==> config.mk <==
export PLATFORM = sky130hd
export DESIGN_NAME = alr_regs
export DESIGN_NICKNAME = d
export VERILOG_FILES = /design/src/rtl/alr_pkg.sv /design/src/rtl/alr_regs.sv /design/src/rtl/alr_avg.sv
export VERILOG_INCLUDE_DIRS = /design/src /design/src/rtl
export SDC_FILE = /design/constraint.sdc
export NUM_CORES = 1
export LEC_CHECK = 0
export BUFFER_PORTS_ARGS = -buffer_cell sky130_fd_sc_hd__buf_2
export CORE_UTILIZATION = 55
export CTS_CLUSTER_SIZE = 14
export DETAILED_ROUTE_END_ITERATION = 8
export GPL_TIMING_DRIVEN = 1
export MAX_ROUTING_LAYER = met4
export PLACE_DENSITY = 0.78
export RECOVER_POWER = 25
export SYNTH_ARGS = -nofsm -noshare
export SYNTH_HDL_FRONTEND = slang
export SYNTH_SLANG_ARGS = --single-unit
==> constraint.sdc <==
create_clock -name CLK -period 7.45 [get_ports CLK]
set_input_delay 0 -clock CLK [delete_from_list [all_inputs] [get_ports CLK]]
set_output_delay 0 -clock CLK [all_outputs]
set_load 0.03 [all_outputs]
==> src/rtl/alr_params.svh <==
// offsets, field positions, reset values and limits of the ambient light register block
`ifndef ALR_PARAMS_SVH
`define ALR_PARAMS_SVH

`define ALR_OFS_LED_CURRENT   8'h83
`define ALR_OFS_ALS_PARAM     8'h84
`define ALR_OFS_ALS_RES_HI    8'h85
`define ALR_OFS_ALS_RES_LO    8'h86

`define ALR_LED_FIELD_MSB     5
`define ALR_LED_FIELD_LSB     0
`define ALR_FUSE_MSB          7
`define ALR_FUSE_LSB          6
`define ALR_LED_RESET         6'h02
`define ALR_LED_MAX_CODE      6'h14
`define ALR_LED_LIMIT_CODE    6'h14
`define ALR_LED_STEP_MA       10

`define ALR_CONT_BIT          7
`define ALR_RATE_MSB          6
`define ALR_RATE_LSB          4
`define ALR_OFFSET_BIT        3
`define ALR_AVG_MSB           2
`define ALR_AVG_LSB           0
`define ALR_AVG_MAX_CODE      3'h3
`define ALR_ALS_PARAM_RESET   8'h18

`define ALR_UNMAPPED_DATA     8'h00

`endif

==> src/rtl/alr_pkg.sv <==
// types shared by the ambient light register block
package alr_pkg;
    typedef logic [7:0]  alr_byte_t;
    typedef logic [15:0] alr_result_t;
    typedef logic [2:0]  alr_code_t;
endpackage : alr_pkg

==> src/rtl/alr_regs.sv <==
// emitter current, ambient parameters and ambient result registers
// Operation
// - the emitter current field at 83h sets the drive to code times 10 mA, 0 to 200 mA, default 20 mA.
// - the upper bits at 83h read a fixed calibration program id that writes never change.
// - the three-bit rate field at 84h selects 1,2,3,4,5,6,8 or 10 samples/s, default code 001.
// - the averaging field sets two to the code conversions per run, one to eight, codes above 3 giving eight, reporting their mean.
// - a rate written during self-timed operation takes effect only once that operation stops.
// - the 16-bit ambient result reads as bytes, high at 85h and low at 86h, read only.
`timescale 1ns/1ns
`include "alr_params.svh"
module alr_regs
    import alr_pkg::*;
#(
    parameter logic [1:0] FUSE_ID = 2'b01  // arbitrary value
) (
    input  wire logic        CLK,
    input  wire logic        RESET_N,
    input  wire logic [7:0]  REG_ADDR,
    input  wire logic [7:0]  REG_WDATA,
    input  wire logic        REG_WR,
    input  wire logic        REG_RD,
    output logic      [7:0]  REG_RDATA,
    input  wire logic        SELFTIMED_EN,
    input  wire logic        CONV_VALID,
    input  wire logic [15:0] CONV_DATA,
    output logic      [5:0]  LED_CODE,
    output logic      [2:0]  ALS_RATE,
    output logic             CONT_CONV,
    output logic             AUTO_OFFSET,
    output logic             RESULT_VALID
);
    logic [5:0]  led_reg,     led_next;
    alr_byte_t   param_reg,   param_next;
    alr_code_t   rate_reg,    rate_next;
    alr_byte_t   rdata_reg,   rdata_next;
    alr_result_t result_reg,  result_next;
    logic        rv_reg,      rv_next;
    logic        mean_valid;
    alr_result_t mean;
    logic [1:0]  avg_code;

    function automatic alr_byte_t read_mux(input alr_byte_t addr, input logic [5:0] led,
                                           input alr_byte_t param, input alr_result_t res);
        alr_byte_t d;
        d = `ALR_UNMAPPED_DATA;
        case (addr)
            `ALR_OFS_LED_CURRENT: d = {FUSE_ID, led};
            `ALR_OFS_ALS_PARAM:   d = param;
            `ALR_OFS_ALS_RES_HI:  d = res[15:8];
            `ALR_OFS_ALS_RES_LO:  d = res[7:0];
            default:              d = `ALR_UNMAPPED_DATA;
        endcase
        return d;
    endfunction : read_mux

    function automatic logic addr_hit(input logic strobe, input alr_byte_t addr, input alr_byte_t ofs);
        return strobe && (addr == ofs);
    endfunction : addr_hit

    assign avg_code = (param_reg[`ALR_AVG_MSB:`ALR_AVG_LSB] > `ALR_AVG_MAX_CODE) ? 2'd3
                      : param_reg[1:0];

    alr_avg #(
        .WIDTH (16)
    ) u_avg (
        .clk          (CLK),
        .reset_n      (RESET_N),
        .avg_code     (avg_code),
        .sample_valid (CONV_VALID),
        .sample       (CONV_DATA),
        .mean_valid   (mean_valid),
        .mean         (mean)
    );

    // emitter current: over-range codes are clamped, fuse bits are never stored
    always_comb begin
        led_next = led_reg;
        if (addr_hit(REG_WR, REG_ADDR, `ALR_OFS_LED_CURRENT)) begin
            if (REG_WDATA[`ALR_LED_FIELD_MSB:`ALR_LED_FIELD_LSB] > `ALR_LED_MAX_CODE) begin
                led_next = `ALR_LED_LIMIT_CODE;
            end else begin
                led_next = REG_WDATA[`ALR_LED_FIELD_MSB:`ALR_LED_FIELD_LSB];
            end
        end
    end

    always_ff @(posedge CLK or negedge RESET_N) begin
        if (!RESET_N) begin
            led_reg <= `ALR_LED_RESET;
        end else begin
            led_reg <= led_next;
        end
    end

    // ambient parameters; the applied rate only follows while self-timed runs are off
    always_comb begin
        param_next = param_reg;
        rate_next  = rate_reg;
        if (addr_hit(REG_WR, REG_ADDR, `ALR_OFS_ALS_PARAM)) begin
            param_next = REG_WDATA;
        end
        if (!SELFTIMED_EN) begin
            rate_next = param_reg[`ALR_RATE_MSB:`ALR_RATE_LSB];
        end
    end

    always_ff @(posedge CLK or negedge RESET_N) begin
        if (!RESET_N) begin
            param_reg <= `ALR_ALS_PARAM_RESET;
            rate_reg  <= 3'(`ALR_ALS_PARAM_RESET >> `ALR_RATE_LSB);
        end else begin
            param_reg <= param_next;
            rate_reg  <= rate_next;
        end
    end

    // averaged result, replaced whole at the end of each run
    always_comb begin
        result_next = result_reg;
        rv_next     = mean_valid;
        if (mean_valid) begin
            result_next = mean;
        end
    end

    always_ff @(posedge CLK or negedge RESET_N) begin
        if (!RESET_N) begin
            result_reg <= 16'h0000;
            rv_reg     <= 1'b0;
        end else begin
            result_reg <= result_next;
            rv_reg     <= rv_next;
        end
    end

    // read data, registered on the read strobe and held until the next read
    always_comb begin
        rdata_next = rdata_reg;
        if (REG_RD) begin
            rdata_next = read_mux(REG_ADDR, led_reg, param_reg, result_reg);
        end
    end

    always_ff @(posedge CLK or negedge RESET_N) begin
        if (!RESET_N) begin
            rdata_reg <= 8'h00;
        end else begin
            rdata_reg <= rdata_next;
        end
    end

    assign REG_RDATA    = rdata_reg;
    assign LED_CODE     = led_reg;
    assign ALS_RATE     = rate_reg;
    assign CONT_CONV    = param_reg[`ALR_CONT_BIT];
    assign AUTO_OFFSET  = param_reg[`ALR_OFFSET_BIT];
    assign RESULT_VALID = rv_reg;

    a_led_limit: assert property (@(posedge CLK) disable iff (!RESET_N)
        REG_WR && REG_ADDR == `ALR_OFS_LED_CURRENT && REG_WDATA[5:0] > 6'h14 |=> LED_CODE == 6'h14)
        else $error("over-range emitter code not limited");
    a_led_write: assert property (@(posedge CLK) disable iff (!RESET_N)
        REG_WR && REG_ADDR == `ALR_OFS_LED_CURRENT && REG_WDATA[5:0] <= 6'h14
        |=> LED_CODE == $past(REG_WDATA[5:0]))
        else $error("emitter code not stored");
    a_led_range: assert property (@(posedge CLK) disable iff (!RESET_N) LED_CODE <= 6'h14)
        else $error("emitter code above 200 mA");
    a_fuse_fixed: assert property (@(posedge CLK) disable iff (!RESET_N)
        REG_RD && REG_ADDR == `ALR_OFS_LED_CURRENT |=> REG_RDATA[7:6] == FUSE_ID)
        else $error("fuse id bits changed");
    a_rate_hold: assert property (@(posedge CLK) disable iff (!RESET_N)
        SELFTIMED_EN ##1 SELFTIMED_EN |-> $stable(ALS_RATE))
        else $error("rate changed during self-timed run");
    a_rate_apply: assert property (@(posedge CLK) disable iff (!RESET_N)
        !SELFTIMED_EN |=> ALS_RATE == $past(param_reg[6:4]))
        else $error("rate not applied while idle");
    a_result_hi: assert property (@(posedge CLK) disable iff (!RESET_N)
        REG_RD && REG_ADDR == `ALR_OFS_ALS_RES_HI |=> REG_RDATA == $past(result_reg[15:8]))
        else $error("high result byte wrong");
    a_result_lo: assert property (@(posedge CLK) disable iff (!RESET_N)
        REG_RD && REG_ADDR == `ALR_OFS_ALS_RES_LO |=> REG_RDATA == $past(result_reg[7:0]))
        else $error("low result byte wrong");
    a_cont_mode: assert property (@(posedge CLK) disable iff (!RESET_N)
        REG_WR && REG_ADDR == `ALR_OFS_ALS_PARAM |=> CONT_CONV == $past(REG_WDATA[7]))
        else $error("continuous mode bit not taken");
    a_avg_single: assert property (@(posedge CLK) disable iff (!RESET_N)
        CONV_VALID && avg_code == 2'd0 && u_avg.cnt_reg == 3'd0
        |=> ##1 RESULT_VALID && result_reg == $past(CONV_DATA, 2))
        else $error("single conversion mean wrong");
    a_led_hold: assert property (@(posedge CLK) disable iff (!RESET_N)
        !addr_hit(REG_WR, REG_ADDR, `ALR_OFS_LED_CURRENT) |=> $stable(LED_CODE))
        else $error("emitter code changed without a write");
    a_param_hold: assert property (@(posedge CLK) disable iff (!RESET_N)
        !addr_hit(REG_WR, REG_ADDR, `ALR_OFS_ALS_PARAM)
        |=> $stable(CONT_CONV) && $stable(AUTO_OFFSET))
        else $error("ambient parameters changed without a write");
    a_offset_bit: assert property (@(posedge CLK) disable iff (!RESET_N)
        addr_hit(REG_WR, REG_ADDR, `ALR_OFS_ALS_PARAM)
        |=> AUTO_OFFSET == $past(REG_WDATA[`ALR_OFFSET_BIT]))
        else $error("offset compensation bit not taken");
    a_result_ro: assert property (@(posedge CLK) disable iff (!RESET_N)
        REG_WR && (REG_ADDR == `ALR_OFS_ALS_RES_HI || REG_ADDR == `ALR_OFS_ALS_RES_LO) && !mean_valid
        |=> $stable(result_reg))
        else $error("result changed by a host write");
    a_rdata_hold: assert property (@(posedge CLK) disable iff (!RESET_N)
        !REG_RD |=> $stable(REG_RDATA))
        else $error("read data changed without a read");
    a_unmapped_read: assert property (@(posedge CLK) disable iff (!RESET_N)
        REG_RD && !(REG_ADDR inside {[`ALR_OFS_LED_CURRENT:`ALR_OFS_ALS_RES_LO]})
        |=> REG_RDATA == `ALR_UNMAPPED_DATA)
        else $error("unmapped read not zero");
    a_avg_count: assert property (@(posedge CLK) disable iff (!RESET_N)
        {1'b0, u_avg.cnt_reg} < (4'd1 << u_avg.code_reg))
        else $error("conversion count beyond the run length");
    a_result_take: assert property (@(posedge CLK) disable iff (!RESET_N)
        mean_valid |=> RESULT_VALID && result_reg == $past(mean))
        else $error("averaged result not stored");
endmodule : alr_regs

==> src/rtl/alr_avg.sv <==
// averaging of single conversions into one ambient result
`timescale 1ns/1ns
module alr_avg
    import alr_pkg::*;
#(
    parameter int WIDTH = 16
) (
    input  wire logic             clk,
    input  wire logic             reset_n,
    input  wire logic [1:0]       avg_code,
    input  wire logic             sample_valid,
    input  wire logic [WIDTH-1:0] sample,
    output logic                  mean_valid,
    output logic      [WIDTH-1:0] mean
);
    logic [WIDTH+2:0] acc_reg,  acc_next;
    logic [2:0]       cnt_reg,  cnt_next;
    logic [1:0]       code_reg, code_next;
    logic             mv_reg,   mv_next;
    logic [WIDTH-1:0] mean_reg, mean_next;
    logic [WIDTH+2:0] sum;

    always_comb begin
        acc_next  = acc_reg;
        cnt_next  = cnt_reg;
        code_next = code_reg;
        mv_next   = 1'b0;
        mean_next = mean_reg;
        sum       = acc_reg + {3'b000, sample};
        if (sample_valid) begin
            if (cnt_reg == 3'd0) begin
                code_next = avg_code;
                sum       = {3'b000, sample};
            end
            if (cnt_reg == 3'((1 << ((cnt_reg == 3'd0) ? avg_code : code_reg)) - 1)) begin
                mean_next = WIDTH'(sum >> ((cnt_reg == 3'd0) ? avg_code : code_reg));
                mv_next   = 1'b1;
                cnt_next  = 3'd0;
                acc_next  = '0;
            end else begin
                cnt_next = cnt_reg + 3'd1;
                acc_next = sum;
            end
        end
    end

    always_ff @(posedge clk or negedge reset_n) begin
        if (!reset_n) begin
            acc_reg  <= '0;
            cnt_reg  <= 3'd0;
            code_reg <= 2'd0;
            mv_reg   <= 1'b0;
            mean_reg <= '0;
        end else begin
            acc_reg  <= acc_next;
            cnt_reg  <= cnt_next;
            code_reg <= code_next;
            mv_reg   <= mv_next;
            mean_reg <= mean_next;
        end
    end

    assign mean_valid = mv_reg;
    assign mean       = mean_reg;
endmodule : alr_avg

Word level (Yosys, flattened, before mapping)

Cells that the tools add are included.

Shifts and indexed selects: 2
Magnitude comparators: 2
Equality and inequality tests: 5
Add/sub/neg operators: 3
Reduce and logical (&&, ||, !) cells: 4
Multiplexer cells: 10

Operators with widths:

| cell                  | count |
|---|---|
| $mux W19              | 3 |
| $eq A8 B8 Y1 const B  | 4 |
| $pmux W8 S4           | 1 |
| $add A19 B16 Y19      | 1 |
| $shr A19 B2 Y16       | 1 |
| $gt A6 B5 Y1 const B  | 1 |
| $mux W6               | 1 |
| $mux W2               | 2 |
| $add A3 B1 Y3 const B | 1 |
| $eq A3 B3 Y1          | 1 |
| $gt A3 B2 Y1 const B  | 1 |
| $logic_not A3 Y1      | 1 |
| $mux W3               | 1 |
| $shl A1 B2 Y3 const A | 1 |
| $sub A3 B2 Y3 const B | 1 |
| $logic_and A1 B1 Y1   | 2 |
| $mux W1               | 2 |
| $reduce_and A2 Y1     | 1 |

Bits of input ports: 38
Register bits after elaboration: 83
Output and inout port bits: 20
Word-level logic and storage cells: 37

Logic depth before layout (Yosys ltp)

Depth after elaboration: 8
Gate-level depth with buffers: 12
Gate-level depth less buffers: 10

By module

Synthesis repeated with hierarchy kept, for this count alone.

Cell total of the unflattened synthesis: 530
Area total of the unflattened synthesis: 5276.3 µm²

By module, submodules not included:

| module   | instances | area each (µm²) | sequential area each (µm²) | cells an instance |
|---|---|---|---|---|
| alr_avg  | 1         | 3301.9          | 1026.0                     | 383 |
| alr_regs | 1         | 1974.4          | 1056.0                     | 147 |

Worst setup path after synthesis

OpenSTA, ideal clock, no wires.

Path kind: reg2reg
Start point: reg u_avg.cnt_reg[0]
End point: reg u_avg.mean_reg[5], in the netlist u_avg.mean[5]
Arrival time: 2.444 ns
Library setup time: 0.121 ns
Stages on the path, launching flop included: 13
Period minus slack after synthesis: 2.565 ns
Slack: 4.885 ns
Cells stage by stage: dfrtp_1 > inv_1 > ha_1 > nor2b_1 > buf_6 > mux2i_4 > nand3_1 > a311oi_2 > o21ai_2 > inv_2 > buf_6 > o21ai_0 > o22a_1

Word-level cells in the longest chain between the ends: 6

Ends and longest elaborated chain:

| what                               | line                                        | source |
|---|---|---|
| from (decl)                        | alr_avg.sv:17                               | `logic [2:0] cnt_reg, cnt_next;` |
| from (signal assigned)             | alr_avg.sv:56                               | `cnt_reg <= cnt_next;` |
| $logic_not A3 Y1                   | alr_avg.sv:31, alr_avg.sv:35, alr_avg.sv:36 |  |
| $mux W2                            | alr_avg.sv:35, alr_avg.sv:36                |  |
| $shl A1 B2 Y3                      | alr_avg.sv:35                               | `if (cnt_reg == 3'((1 << ((cnt_reg == 3'd0) ? avg_code : code_reg)) - 1)) begin` |
| $sub A3 B2 Y3                      | alr_avg.sv:35                               |  |
| $eq A3 B3 Y1                       | alr_avg.sv:35                               |  |
| $reduce_and A2 Y1 (no source line) | -                                           |  |
| to (signal assigned)               | alr_avg.sv:59                               | `mean_reg <= mean_next;` |
| to (decl)                          | alr_avg.sv:20                               | `logic [WIDTH-1:0] mean_reg, mean_next;` |

Parallel ways exist; a longest one is shown, timed or not. The select of a mux whose other input is x is not followed.
A chain may end at the register's enable or synchronous reset.

==> impl_metrics.tcl <==
set metrics [dict create \
    die-area_um2 9980 \
    p_sw_uw 980 \
    layoutNonFillerInstCount 749 \
    timing.fmax_mhz 239 \
    final_nets 672 \
    pwr-share-clk_pct 15.1 \
    detailroute.via_count 4753 \
    dp.cells 720 \
    grt.overflow.total 0 \
    intPower_mw 1.21 \
    synth-main-ff-cell "dfrtp_1" \
    cts_buffers 9 \
    netlist_area_um2 5270 \
    hpwl_mm 9.98 \
    core-area_um2 9240 \
    slowest_stage "clkbuf_1" \
    grt_pass1_wl_mm 22.4 \
    powerDensity_nw_per_um2 368 \
    dpl_cell_area_um2 5630 \
    sw_frac_of_total_pct 44.8 \
    clock_path_buffers 2 \
    violations "capacitance limit, slew limit" \
    cts-root-buf "clkbuf_8" \
    yosysWarnings 0 \
    max-vdd-ir-drop_mv 0.368 \
    grt_pass1_vias 4404 \
    async_flop_share_pct 100 \
    cp_cell_sequence "dlygate4sd3_1 > clkbuf_1" \
    ys_seq_area_share_pct 39.5 \
    rrSetupSlack_ns 3.66 \
    synth_top_cell_by_area "dfrtp_1" \
    setup_tns_ns 0 \
    netlist.area_leader.share_pct 37.5 \
    clk_latency_ns 0.35 \
    cts_tree "done" \
    wire_per_inst_um 18.4 \
    synthCells 558 \
    antenna_found_initial 0 \
    die_w_um 99.9 \
    drive_gt1_share_pct 18.4 \
    ys_types 66 \
    setup.worst_path.class "primary input to asynchronous set/reset pin" \
    antenna_cells 0 \
    drc 0 \
    areaGrowthSynthToFinish_pct 12.5 \
    rsz0062_at_grt "false" \
    synth_seq_cells 83 \
    crit_fanout 83 \
    htreeDepth 3 \
    status "finished, violations left" \
    power_leakage_nw 2.64 \
    drt-initial-drc-count 554 \
    hold_viol 0 \
    path_delay_family "buffers and inverters" \
    pwr-share-seq_pct 32.2 \
    final_max_slew_viol_count 84 \
    cp_slowest_stage_delay_ns 3.04 \
    setup_viol 0 \
    end_kind "asynchronous set/reset pin" \
    grt_max_degree 84 \
    numPortBuffers 57 \
    clkSlewWorstSetupHoldPaths_ns 0.09 \
    critPathArrivalTime_ns 3.64 \
    max_slew.worst_pin.slew_ns 4.37 \
    finClkSkew_ns 0.00597 \
    largest_register_ffs 19 \
    via_per_inst 6.35 \
    slew_headroom_pct -191 \
    row_count 35 \
    gp_congestion 0.974 \
    fin_total_pwr_mw 2.18 \
    maxCapViolations 1 \
    cts_sinks 83 \
    synth_fp_nets 615 \
    die_y_um 99.9 \
    final_cell_area_um2 5930 \
    critPathLaunchType "primary input" \
    synth_edf_count 0 \
    min_period_ns 4.18 \
    first_pass_iters 5 \
    avgSynthCellArea_um2 9.44 \
    track_usage_pct 29.9 \
    routed_wl_mm 13.8 \
    fin_crit_sh_pct 56.2 \
    ant_nets 0 \
    path_buf_inv 2 \
    initial_utilization_pct 57.0 \
    combPwrFrac_pct 52.7 \
    hp-class "primary input to flip-flop" \
    required_ns 6.90 \
    yosys-top-cells-area "dfrtp_1 38%, mux2_2 8.8%, o21ai_0 4.7%" \
    io_pins 58 \
]
## metal layers
metal / track usage [%] / wire, um
met5: - / 0
met4: 7.81 / 275
met3: 7.17 / 1040
met2: 43.7 / 6300
met1: 41.7 / 6160
## worst paths after layout
check,startpoint,end,cells past startpoint
max in group CLK,u_avg.cnt_reg[0]$_DFFE_PN0P_,u_avg.mean[2]$_DFFE_PN0P_,10
max reg2reg,u_avg.cnt_reg[0]$_DFFE_PN0P_,u_avg.mean[2]$_DFFE_PN0P_,10
min in group asynchronous,RESET_N,u_avg.acc_reg[9]$_DFFE_PN0P_,2
min,CONV_DATA[8],u_avg.acc_reg[8]$_DFFE_PN0P_,3
min reg2reg,u_avg.mean[8]$_DFFE_PN0P_,u_avg.mean[8]$_DFFE_PN0P_,2
max,RESET_N,u_avg.acc_reg[0]$_DFFE_PN0P_,2
## final cells by class
type                            instances  area, um^2
Timing Repair Buffer                   73         412
Sequential cell                        83        2080
Fill cell                             760        3310
Inverter                               18        67.6
Multi-Input combinational cell        430        3010
Tap cell                              129         161
Clock buffer                            9         124
Clock inverter                          7        76.3
## synthesized netlist by cell type, types with 3 or more instances
library cell	n
xnor2_1	4
o21a_1	6
a21oi_1	23
clkbuf_1	23
o2bb2ai_1	3
a211o_1	3
and3_1	8
o31ai_1	4
nor4_1	5
mux2_2	41
o21ai_0	49
and2_1	5
o22ai_1	6
nor2_1	18
dfrtp_1	79
a21o_1	8
nand2_1	65
a211oi_1	8
a22o_1	9
or3_1	4
a31oi_1	7
inv_1	16
ha_1	18
dfstp_2	4
nor3_1	10
nand2b_1	4
nor3b_1	3
a222oi_1	6
o2111ai_1	3
mux2i_1	13
nand3_1	24
xor2_1	5
nand4_1	6
o211ai_1	18
nor2b_1	4
a221oi_1	3
a22oi_1	3
## power by group through the flow
| stage | clock [mW] | combinational (mW) | sequential, mW |
|---|---|---|---|
| 2_1_floorplan | 0 | 0.886 | 0.663 |
| 3_3_place_gp | 0 | 1.10 | 0.700 |
| 3_5_place_dp | 0 | 1.12 | 0.709 |
| 4_1_cts | 0.335 | 1.13 | 0.702 |
| 5_1_grt | 0.356 | 1.26 | 0.719 |
| 6_report | 0.331 | 1.15 | 0.703 |
## cells by family (layout without fill, tap and decap cells)
family | count (synthesis) | after routing | synth area share, %
compound gates | 178 | 178 | 23.2
xor+xnor | 9 | 9 | 1.50
fa+ha+maj | 19 | 19 | 4.65
buf+inv | 45 | 107 | 3.49
flops | 83 | 83 | 39.5
mux | 56 | 56 | 11.9
simple gates | 168 | 168 | 15.8
## cell usage in the layout (no fill, tap or decap), drive strengths merged, types with 5 or more instances in the layout
cell type	n
dfrtp	79
nand2	65
o21ai	50
mux2	41
buf	39
clkbuf	30
nand3	24
a21oi	23
inv	20
nor2	18
o211ai	18
ha	18
mux2i	15
dlygate4sd3	13
nor3	11
a211oi	10
a22o	9
and3	8
a21o	8
a31oi	7
a222oi	6
o22ai	6
o21a	6
nand4	6
nor4	5
and2	5
xor2	5
## stage by stage
step / setup WS, ns / hold slack, ns / util [%]
detailed placement: 3.73 / 0.238 / 60.9
global route: 2.23 / 0.0217 / 64.2
global placement: 3.87 / 0.212 / 60.9
CTS: 3.70 / 0.0136 / 64.5
finish: 3.27 / 0.0159 / 64.2
floorplan: 4.88 / -0.296 / -
## what timing repair did
item / 4_1_cts / 5_1_grt
setup buffers: 0 / 0
hold endpoints to repair: 102 / 0
resized for setup: 0 / 0
hold buffers: 13 / 0
setup endpoints to repair: 0 / 0
Note: power is estimated with default switching activity, not from simulation.
